### config.mk
export PLATFORM = sky130hd
export DESIGN_NAME = fdio_node
export DESIGN_NICKNAME = d
export VERILOG_FILES = /design/src/hw/fdio_pkg.sv /design/src/hw/fdio_cfg_shadow.sv /design/src/hw/fdio_sync.sv /design/src/hw/fdio_node.sv
export SDC_FILE = /design/constraint.sdc
export NUM_CORES = 1
export LEC_CHECK = 0
export BUFFER_PORTS_ARGS = -buffer_cell sky130_fd_sc_hd__buf_2
export CELL_PAD_IN_SITES_DETAIL_PLACEMENT = 0
export CELL_PAD_IN_SITES_GLOBAL_PLACEMENT = 1
export CORE_ASPECT_RATIO = 1.75
export CORE_UTILIZATION = 28
export DETAILED_ROUTE_END_ITERATION = 10
export PLACE_DENSITY = 0.58
export SLEW_MARGIN = 15
export SYNTH_ARGS = -nofsm -noshare
export SYNTH_HDL_FRONTEND = slang
export SYNTH_SLANG_ARGS = --single-unit
export TNS_END_PERCENT = 5
### constraint.sdc
create_clock -name clk_in -period 4.4 [get_ports clk_in]
set_input_delay 0.88 -clock clk_in [delete_from_list [all_inputs] [get_ports clk_in]]
set_output_delay 0.88 -clock clk_in [all_outputs]
set_load 0.02 [all_outputs]
### src/hw/fdio_pkg.sv
// Package for the fieldbus digital I/O node: constants and types.
// Assumes a 20 MHz system clock; times are converted to cycle counts here.
package fdio_pkg;

   // ---------------------------------------------------------------
   // Clock and timing
   // ---------------------------------------------------------------
   localparam int unsigned CLK_HZ          = 20_000_000;
   localparam int unsigned WDOG_DEF_S      = 10;
   localparam int unsigned REPLY_DEF_US    = 0;
   localparam int unsigned US_DIV          = 1_000_000;
   localparam int unsigned CYC_PER_US      = CLK_HZ / US_DIV;
   localparam int unsigned SEC_CYC         = CLK_HZ;

   // ---------------------------------------------------------------
   // Bus parameters
   // ---------------------------------------------------------------
   localparam int unsigned ADDR_W          = 7;
   localparam logic [6:0]  ADDR_MIN        = 7'h01;
   localparam logic [6:0]  ADDR_MAX        = 7'h7F;
   localparam logic [6:0]  ADDR_RST        = 7'h01;
   localparam int unsigned WDOG_W          = 16;
   localparam int unsigned REPLY_W         = 16;
   localparam logic [15:0] WDOG_RST        = 16'h000A;
   localparam logic [15:0] REPLY_RST       = 16'h0000;

   // Local bus bit-rate codes
   typedef enum logic [2:0] {
      FDIO_BR_19200,
      FDIO_BR_38400,
      FDIO_BR_57500,
      FDIO_BR_93750,
      FDIO_BR_115200,
      FDIO_BR_187500,
      FDIO_BR_500K,
      FDIO_BR_1500K
   } fdio_rate_e;
   localparam logic [2:0]  RATE_RST        = 3'h0;

   // CAN bit rate
   localparam int unsigned CAN_RATE_W      = 21;
   localparam logic [20:0] CAN_RATE_RST    = 21'h01E848;

   // Output mode per channel
   localparam logic        MODE_HOST       = 1'b0;
   localparam logic        MODE_PROC       = 1'b1;

endpackage

### src/hw/fdio_cfg_shadow.sv
// Double-buffered configuration holder.
// Assumes a load strobe from the same clock; staged values never leak.
`timescale 1ns/1ps
`default_nettype none
module fdio_cfg_shadow #(
   parameter int unsigned WIDTH = 8,
   parameter logic [WIDTH-1:0] RST_VAL = '0
) (
   // Clock and reset
   input  wire logic             clk_in,
   input  wire logic             reset_in,
   // Staging side
   input  wire logic [WIDTH-1:0] stage_in,
   input  wire logic             stage_we_in,
   input  wire logic             commit_in,
   // Active value
   output logic      [WIDTH-1:0] active_out
);
   logic [WIDTH-1:0] stage_q;

   initial begin
      if (WIDTH < 1) $error("WIDTH must be at least one");
   end

   always_ff @(posedge clk_in) begin
      if (reset_in) begin
         stage_q <= RST_VAL;
      end else if (stage_we_in) begin
         stage_q <= stage_in;
      end
   end

   // Old value stays until the whole set is committed
   always_ff @(posedge clk_in) begin
      if (reset_in) begin
         active_out <= RST_VAL;
      end else if (commit_in) begin
         active_out <= stage_q;
      end
   end
endmodule
`default_nettype wire

### src/hw/fdio_sync.sv
// Two-flop synchroniser bank for pin inputs.
// Assumes inputs are asynchronous to clk_in.
`timescale 1ns/1ps
`default_nettype none
module fdio_sync #(
   parameter int unsigned WIDTH = 8
) (
   // Clock and reset
   input  wire logic             clk_in,
   input  wire logic             reset_in,
   // Pins
   input  wire logic [WIDTH-1:0] async_in,
   output logic      [WIDTH-1:0] sync_out
);
   logic [WIDTH-1:0] meta_q;

   initial begin
      if (WIDTH < 1) $error("WIDTH must be at least one");
   end

   // First stage read only by the second
   always_ff @(posedge clk_in) begin
      if (reset_in) begin
         meta_q   <= '0;
         sync_out <= '0;
      end else begin
         meta_q   <= async_in;
         sync_out <= meta_q;
      end
   end
endmodule
`default_nettype wire

### src/hw/fdio_node.sv
// Fieldbus digital I/O node core: inputs, outputs, watchdog, reply delay.
// Assumes a frame decoder in the clk_in domain delivers request strobes
// with the addressed node number; the transmitter waits on reply_go_out.
`timescale 1ns/1ps
`default_nettype none

module fdio_node
   import fdio_pkg::*;
#(
   parameter int unsigned N_IN      = 8,
   parameter int unsigned N_OUT     = 8,
   parameter int unsigned N_THR     = 4,
   parameter int unsigned SEC_CYCLES = fdio_pkg::SEC_CYC
) (
   // Clock and reset
   input  wire logic                             clk_in,
   input  wire logic                             reset_in,
   // Pins
   input  wire logic [N_IN-1:0]                  din_pin_in,
   output logic      [N_OUT-1:0]                 dout_pin_out,
   // Decoded host requests
   input  wire logic                             req_valid_in,
   input  wire logic [fdio_pkg::ADDR_W-1:0]      req_addr_in,
   input  wire logic                             req_wr_out_in,
   input  wire logic [N_OUT-1:0]                 req_out_data_in,
   // Process threshold flags, one group per output
   input  wire logic [N_OUT*N_THR-1:0]           thr_hit_in,
   // Configuration staging
   input  wire logic                             cfg_we_in,
   input  wire logic                             cfg_commit_in,
   input  wire logic [fdio_pkg::ADDR_W-1:0]      cfg_addr_in,
   input  wire logic [2:0]                       cfg_rate_in,
   input  wire logic [fdio_pkg::WDOG_W-1:0]      cfg_wdog_s_in,
   input  wire logic [fdio_pkg::REPLY_W-1:0]     cfg_reply_us_in,
   input  wire logic [fdio_pkg::CAN_RATE_W-1:0]  cfg_can_rate_in,
   input  wire logic [N_OUT-1:0]                 cfg_mode_in,
   input  wire logic [N_OUT-1:0]                 cfg_polarity_in,
   input  wire logic [N_OUT*N_THR-1:0]           cfg_thr_en_in,
   input  wire logic [N_OUT-1:0]                 cfg_safe_in,
   input  wire logic                             cfg_restore_in,
   // Status towards the bus side
   output logic      [N_IN-1:0]                  din_state_out,
   output logic      [N_OUT-1:0]                 dout_state_out,
   output logic                                  req_match_out,
   output logic                                  reply_go_out,
   output logic                                  wdog_timeout_out,
   output logic      [2:0]                       rate_out,
   output logic      [fdio_pkg::CAN_RATE_W-1:0]  can_rate_out
);
   import fdio_pkg::*;

   // ---------------------------------------------------------------
   // Parameter checks
   // ---------------------------------------------------------------
   initial begin
      if (N_IN < 1 || N_OUT < 1 || N_THR < 1) $error("bad channel counts");
      if (SEC_CYCLES < 1) $error("SEC_CYCLES must be at least one");
   end

   localparam int unsigned SEC_W = $clog2(SEC_CYCLES + 1);
   localparam int unsigned CFG_W = ADDR_W + 3 + WDOG_W + REPLY_W
                                 + CAN_RATE_W + 3*N_OUT + N_OUT*N_THR + 1;

   // ---------------------------------------------------------------
   // Configuration shadow
   // ---------------------------------------------------------------
   logic [CFG_W-1:0]      cfg_stage;
   logic [CFG_W-1:0]      cfg_act;
   logic [ADDR_W-1:0]     addr_a;
   logic [2:0]            rate_a;
   logic [WDOG_W-1:0]     wdog_a;
   logic [REPLY_W-1:0]    reply_a;
   logic [CAN_RATE_W-1:0] can_a;
   logic [N_OUT-1:0]      mode_a;
   logic [N_OUT-1:0]      pol_a;
   logic [N_OUT*N_THR-1:0] thr_en_a;
   logic [N_OUT-1:0]      safe_a;
   logic                  restore_a;

   localparam logic [CFG_W-1:0] CFG_RST = {ADDR_RST, RATE_RST, WDOG_RST,
      REPLY_RST, CAN_RATE_RST, {N_OUT{MODE_HOST}}, {N_OUT{1'b0}},
      {(N_OUT*N_THR){1'b0}}, {N_OUT{1'b0}}, 1'b0};

   assign cfg_stage = {cfg_addr_in, cfg_rate_in, cfg_wdog_s_in,
      cfg_reply_us_in, cfg_can_rate_in, cfg_mode_in, cfg_polarity_in,
      cfg_thr_en_in, cfg_safe_in, cfg_restore_in};

   // Whole set swaps in one edge on commit
   fdio_cfg_shadow #(
      .WIDTH   (CFG_W),
      .RST_VAL (CFG_RST)
   ) u_cfg (
      .clk_in      (clk_in),
      .reset_in    (reset_in),
      .stage_in    (cfg_stage),
      .stage_we_in (cfg_we_in),
      .commit_in   (cfg_commit_in),
      .active_out  (cfg_act)
   );

   assign {addr_a, rate_a, wdog_a, reply_a, can_a, mode_a, pol_a,
           thr_en_a, safe_a, restore_a} = cfg_act;

   // ---------------------------------------------------------------
   // Digital inputs
   // ---------------------------------------------------------------
   logic [N_IN-1:0] din_sync;

   fdio_sync #(
      .WIDTH (N_IN)
   ) u_sync (
      .clk_in   (clk_in),
      .reset_in (reset_in),
      .async_in (din_pin_in),
      .sync_out (din_sync)
   );

   // High level is one, no inversion
   always_ff @(posedge clk_in) begin
      if (reset_in) begin
         din_state_out <= '0;
      end else begin
         din_state_out <= din_sync;
      end
   end

   // ---------------------------------------------------------------
   // Address match
   // ---------------------------------------------------------------
   // Address zero never matches; it lies outside the legal range
   function automatic logic addr_ok(input logic [ADDR_W-1:0] a,
                                    input logic [ADDR_W-1:0] own);
      addr_ok = (own >= ADDR_MIN) && (own <= ADDR_MAX) && (a == own);
   endfunction

   logic hit;
   assign hit = req_valid_in && addr_ok(req_addr_in, addr_a);

   always_ff @(posedge clk_in) begin
      if (reset_in) begin
         req_match_out <= 1'b0;
      end else begin
         req_match_out <= hit;
      end
   end

   // ---------------------------------------------------------------
   // Watchdog
   // ---------------------------------------------------------------
   logic [SEC_W-1:0]  sec_q;
   logic [WDOG_W-1:0] wsec_q;
   logic              tick;

   assign tick = (sec_q == SEC_W'(SEC_CYCLES - 1));

   always_ff @(posedge clk_in) begin
      if (reset_in || hit || tick) begin
         sec_q <= '0;
      end else begin
         sec_q <= sec_q + SEC_W'(1);
      end
   end

   // A zero period disables the watchdog
   always_ff @(posedge clk_in) begin
      if (reset_in || hit) begin
         wsec_q           <= '0;
         wdog_timeout_out <= 1'b0;
      end else if (tick && !wdog_timeout_out && wdog_a != '0) begin
         wsec_q <= wsec_q + WDOG_W'(1);
         if (wsec_q + WDOG_W'(1) >= wdog_a) begin
            wdog_timeout_out <= 1'b1;
         end
      end
   end

   // ---------------------------------------------------------------
   // Host output values and safe latch
   // ---------------------------------------------------------------
   logic [N_OUT-1:0] host_q;
   logic             safe_hold_q;

   always_ff @(posedge clk_in) begin
      if (reset_in) begin
         host_q <= '0;
      end else if (hit && req_wr_out_in) begin
         host_q <= req_out_data_in;
      end
   end

   // Without restore the safe state sticks until the host writes again
   always_ff @(posedge clk_in) begin
      if (reset_in) begin
         safe_hold_q <= 1'b0;
      end else if (wdog_timeout_out && !hit) begin
         safe_hold_q <= 1'b1;
      end else if (hit && (restore_a || req_wr_out_in)) begin
         safe_hold_q <= 1'b0;
      end
   end

   // ---------------------------------------------------------------
   // Output drive
   // ---------------------------------------------------------------
   logic [N_OUT-1:0] out_d;

   always_comb begin
      out_d = '0;
      for (int i = 0; i < N_OUT; i++) begin
         if (mode_a[i] == MODE_PROC) begin
            // Any enabled threshold asserts
            out_d[i] = (|(thr_hit_in[i*N_THR +: N_THR]
                          & thr_en_a[i*N_THR +: N_THR])) ^ pol_a[i];
         end else if (wdog_timeout_out || safe_hold_q) begin
            out_d[i] = safe_a[i];
         end else begin
            out_d[i] = host_q[i];
         end
      end
   end

   always_ff @(posedge clk_in) begin
      if (reset_in) begin
         dout_pin_out   <= '0;
         dout_state_out <= '0;
      end else begin
         dout_pin_out   <= out_d;
         dout_state_out <= out_d;
      end
   end

   // ---------------------------------------------------------------
   // Reply delay
   // ---------------------------------------------------------------
   typedef enum logic [1:0] {FDIO_IDLE, FDIO_WAIT} fdio_rply_e;
   fdio_rply_e       rst_q;
   logic [31:0]      rcnt_q;
   logic [31:0]      rlim;

   assign rlim = 32'(reply_a) * 32'(CYC_PER_US);

   always_ff @(posedge clk_in) begin
      if (reset_in) begin
         rst_q        <= FDIO_IDLE;
         rcnt_q       <= '0;
         reply_go_out <= 1'b0;
      end else begin
         reply_go_out <= 1'b0;
         case (rst_q)
            FDIO_IDLE: begin
               if (hit) begin
                  rcnt_q <= '0;
                  if (rlim == '0) begin
                     reply_go_out <= 1'b1;
                  end else begin
                     rst_q <= FDIO_WAIT;
                  end
               end
            end
            FDIO_WAIT: begin
               rcnt_q <= rcnt_q + 32'h00000001;
               if (rcnt_q + 32'h00000001 >= rlim) begin
                  reply_go_out <= 1'b1;
                  rst_q        <= FDIO_IDLE;
               end
            end
            default: rst_q <= FDIO_IDLE;
         endcase
      end
   end

   // ---------------------------------------------------------------
   // Rate settings
   // ---------------------------------------------------------------
   // Rates are codes only; the serialiser and CAN core do the timing
   always_ff @(posedge clk_in) begin
      if (reset_in) begin
         rate_out     <= RATE_RST;
         can_rate_out <= CAN_RATE_RST;
      end else begin
         rate_out     <= rate_a;
         can_rate_out <= can_a;
      end
   end
endmodule
`default_nettype wire

; Word level (Yosys, flattened, before mapping)
; Cells that the tools add are included.
[word_totals]
mem_bits_ro = 0
memories = 0
ramBits = 0
input_bits = 181
latch_bits = 0
regBits = 383
[classes]
n_addsub = 3
n_eq_ne = 6
magnitude_cmp = 4
n_div = 0
n_mul = 1
mux = 28
shift = 0
reduce_logical = 30
bitwise_logic = 16
[ops]
columns = operator, n
row1 = one-hot mux 32 bit (2 select lines), 1
row2 = "adder 32 x 1 -> 32 bit, second input constant", 1
row3 = bitwise AND 4 bit, 8
row4 = greater-or-equal comparator 32 x 21 -> 1 bit, 1
row5 = logical NOT 32 bit, 1
row6 = two-way mux 32 bit, 1
row7 = OR reduction 4 bit, 8
row8 = "adder 25 x 1 -> 25 bit, second input constant", 1
row9 = "== test 25 bit, second input constant", 1
row10 = two-way mux 1 bit, 21
row11 = "multiplier 16 x 3 -> 19 bit, second input constant", 1
row12 = "adder 16 x 1 -> 16 bit, second input constant", 1
row13 = greater-or-equal comparator 16 bit, 1
row14 = nonzero test 16 bit, 1
row15 = logical AND 1 bit, 8
row16 = XOR 1 bit, 8
row17 = == test 7 bit, 1
row18 = "greater-or-equal comparator 7 x 1 -> 1 bit, second input constant", 1
row19 = "less-or-equal comparator 7 bit, second input constant", 1
row20 = two-way mux 2 bit, 3
row21 = "inequality test 2 bit, second input constant", 3
row22 = logical OR 1 bit, 4
row23 = one-hot mux 2 bit (2 select lines), 1
row24 = AND reduction 2 bit, 2
row25 = other kinds (6), 8

; Longest topological paths before layout
[logic_depth]
word_depth = 7
mapped_depth = 18
ltp_nobuf = 17

; Hierarchy
; Synthesis repeated with hierarchy kept, for this count alone.
[unflattened]
hier_cells = 1704
hier_area_um2 = 16728.5
[modules_own_cells]
columns = mod, instances, cells_each, area_each_um2
row1 = fdio_cfg_shadow, 1, 775, 8638.3
row2 = fdio_node, 1, 896, 7626.1
row3 = fdio_sync, 1, 33, 464.2

; Worst setup path before layout
; No wires, ideal clock.
[synth_timing]
kind = flip-flop to flip-flop
from = register u_cfg.active_out[79]
to = register reply_go_out
slack_ns = 0.375
setup_ns = 0.117
path_stages_with_launch = 17
path_buffers = 0
synth_period_minus_slack_ns = 4.025
required_ns = 4.283
t_arrival_ns = 3.908
cell_sequence = dfxtp_1 > ha_1 > ha_1 > fa_1 > a21oi_1 > o22ai_1 > o41a_1 > xor2_1 > inv_1 > ha_1 > or3_1 > a2111oi_0 > a2bb2oi_1 > a21oi_1 > nor4_1 > nand2b_1 > a32o_1
[synth_between]
elab_chain_len = 5
elab_cells_between_ends = 7
classes_between = 1 x mul / 1 x order compare / 4 x mux / 1 x reduce/logical
[synth_lines]
columns = item, line_no
row1 = start: declaration, fdio_cfg_shadow.sv:17  ; output logic [WIDTH-1:0] active_out
row2 = start signal: assignment, fdio_cfg_shadow.sv:38  ; active_out <= stage_q;
row3 = multiplier 16 x 3 -> 19 bit *, fdio_node.sv:240  ; assign rlim = 32'(reply_a) * 32'(CYC_PER_US);
row4 = "parallel branches: the longest is 3 deep, another holds greater-or-equal comparator 32 x 21 -> 1 bit", n/a
row5 = one-hot mux 1 bit (2 select lines) *, fdio_node.sv:249  ; case (rst_q)
row6 = end signal: assignment, fdio_node.sv:246  ; reply_go_out <= 1'b0;
row7 = end signal: assignment, fdio_node.sv:248  ; reply_go_out <= 1'b0;
row8 = end signal: assignment, fdio_node.sv:254  ; reply_go_out <= 1'b1;
row9 = end: declaration, fdio_node.sv:45  ; output logic reply_go_out,
; Mark *: on every way between the ends.
; A chain may end at the register's enable or synchronous reset.

; Final worst setup path
; Ends and elaborated chain as after synthesis.

==> run metrics <==
Post-Synth Adder-Cell Area roughly 5.3%; Worst Tran Pin Value 0.9099 ns; TritonCTS Buffers 40; detailed-route via count 12280; xor/xnor cell area share of the yosys netlist 4.662%; Area after DPL 18240 um2; GP Congestion 0.7791; worst min path class flip-flop to flip-flop; Hold Path Stages 1; setup tns final 0 ns; Compound-Gate Fraction of Synth Area 7.379%; num ports 232; Total Power 7.823 mW; Clock Skew 0.01995 ns; main flop type after synthesis dfxtp_1; peak supply drop ~0.30 mV; core area 57480 um2; sinks on the clock net approximately 380; WL/cell about 16 um; number of synthesized flops with an enable pin 0; Final Setup Violations 0; most frequent cell after synthesis dfxtp_1; Critical Path RT 4.85 ns; TritonCTS clock tree built; Area Overhead vs Synth 20.40%; critical path fanouts, max 3; synth warn 0; Mapped Area around 16000 um2; vias in the first global route 12650; Max Cap Viol 0; leading area contributor after synthesis dfxtp_1; Syn Area/Cell 9.481 um2; met2 WL 22.27 mm; DR vias/cell around 4.5; GRT Total Usage around 15%; layout cells sized above 1 approximately 18%; Critical Path Sink Type flip-flop; Pwr Density a little under 400 nW/um2; htree depth 2; largest family of logic cells by synthesized area simple AND/OR/NAND/NOR gates; Die H 321.6 um; Worst slew margin ~39%; Max Slew Vio Count 0; Post-DP HPWL 30.24 mm; IO buf count 231; Syn Nets just under 2000; Period Utilization, post-route between 90 and 100%; ANT nets after route 0; DRC Markers 0; simple-gate share of the synthesized area approximately 18%; largest net degree at the start of global routing 178; full die area 59390 um2; CTS clk-pin slew, worst paths 0.06 ns; critical path arrival ~4.6 ns; met1 WL between 15 and 20 mm; clk_lat worst skew 0.56 ns; Setup crit start kind flip-flop; share of the synthesized area in the top cell type 46.79%; Post-Syn Instances around 1700; Synth area leaders dfxtp_1 (47%), mux2i_1 (15%), nor2_1 (7.3%); flops & latches, synth 382; First-pass DRT Iterations 4; final hold vios 0; Die Width 184.6 um; sequential area share after synthesis 46.79%; Async SR Flop Fraction 0%; post-route cell area a little under 20000 um2; Layout Nets 2166; Tmin final a little over 4 ns; critical path type flip-flop to flip-flop; Bufs on Longest Clock Path 3; status finished clean; 1st-iter DRT viols 482; Post-CTS Setup Inserts 0; DR WL met3 1.856 mm; most common library cells after synthesis dfxtp_1 (382), nor2_1 (320), mux2i_1 (240); Rows roughly 120; Pleak 8.824 nW; initial core utilization roughly 28%; top layer in use met5; Total Wirelength 42.54 mm; Distinct cells, synth between 60 and 70; GRT overflow 0; mux cell area share after synthesis 14.77%; initial antenna violation count 7; first-pass GRT wire length ~70 mm; R2R depth 16; Fmax 0.2421 GHz; Post-Route Utilization 34.24%; RSZ-0062 raised after global routing no; clock root buffer clkbuf_16
==> state kept, by name (all words and copies together), names as in the netlist, 8 cells and up <==
| name | count |
|---|---|
| u_sync.sync_out | 8 |
| wsec_q | 16 |
| u_sync.meta_q | 8 |
| can_rate_out | 21 |
| din_state_out | 8 |
| sec_q | 25 |
| rcnt_q | 32 |
| u_cfg.stage_q | 120 |
| dout_state_out | 8 |
| host_q | 8 |
| u_cfg.active_out | 120 |
==> metrics by stage <==
stage | instances | worst slack, ns | hold slack (ns)
2_1_floorplan | 1724 | 0.3750 | 0.4138
3_3_place_gp | 2642 | 0.1131 | 0.4158
3_5_place_dp | 2642 | -0.04338 | 0.4218
4_1_cts | 2715 | 0.05256 | 0.4340
5_1_grt | 2715 | 0.04361 | 0.4520
6_report | 2717 | 0.2689 | 0.4331
==> cells by family after synthesis <==
family / count (synthesis)
compound gates: 186
mux: 241
xor+xnor: 87
buf+inv: 139
simple gates: 621
fa+ha+maj: 68
flops: 382
==> worst paths after layout <==
| check | startpoint | end | slack [ns] |
|---|---|---|---|
| min | u_sync.sync_out[1] | din_state_out[1] | 0.43 |
| max reg2reg | u_cfg.active_out[79] | reply_go_out | 0.27 |
| max | u_cfg.active_out[79] | reply_go_out | 0.27 |
| min reg2reg | u_sync.sync_out[1] | din_state_out[1] | 0.43 |
==> layout by cell type (no fill, tap or decap), types with 31 or more instances in the layout <==
| master | count |
|---|---|
| and3_1 | 34 |
| nor2b_1 | 52 |
| inv_1 | 41 |
| dfxtp_1 | 382 |
| mux2i_1 | 240 |
| xor2_1 | 40 |
| clkbuf_16 | 40 |
| nand2_1 | 80 |
| a21oi_1 | 64 |
| buf_2 | 228 |
| xnor2_1 | 47 |
| ha_1 | 67 |
| nor2_1 | 320 |
| o21ai_0 | 31 |
==> worst max-delay path: stages (launching register included) <==
cell and delay [ns]:
dfxtp_1 0.32, ha_1 0.29, ha_1 0.24, fa_1 0.44
a21oi_2 0.18, o22ai_1 0.14, o41a_1 0.34, xor2_1 0.19
inv_1 0.07, ha_1 0.17, or3_1 0.44, a2111oi_4 0.35
a2bb2oi_1 0.20, a21oi_1 0.12, nor4_2 0.20, nand2b_1 0.08
a32o_1 0.26
==> where the power goes <==
group | internal [mW] | total [mW] | switching, mW
Combinational | 0.253 | 0.546 | 0.293
Sequential | 3.58 | 3.65 | 0.0667
Clock | 2.12 | 3.63 | 1.51
==> layout make-up <==
type,count,area (um2)
Fill cell,6085,37800
Multi-Input combinational cell,1203,8172
Sequential cell,382,7647
Timing Repair Buffer,249,1341
Clock buffer,49,1075
Tap cell,767,959.7
Clock inverter,24,326.6
Inverter,41,153.9
Antenna cell,2,5.005
==> metal layers <==
| metal | GRT usage (%) | up-vias |
|---|---|---|
| met4 | 4.848 | 4 |
| met3 | 2.804 | 69 |
| met2 | 27.14 | 211 |
| li1 | - | 6289 |
| met5 | 0 | - |
| met1 | 16.14 | 5708 |
==> what timing repair did <==
| action | in CTS | in global routing |
|---|---|---|
| endpoints found under the hold margin | 0 | 0 |
| hold buffers | 0 | 0 |
| endpoints found under the setup margin | 1 | 2 |
| pin swaps | 0 | 2 |
| resized for setup | 2 | 4 |
Power figures use the tool's default switching activity.
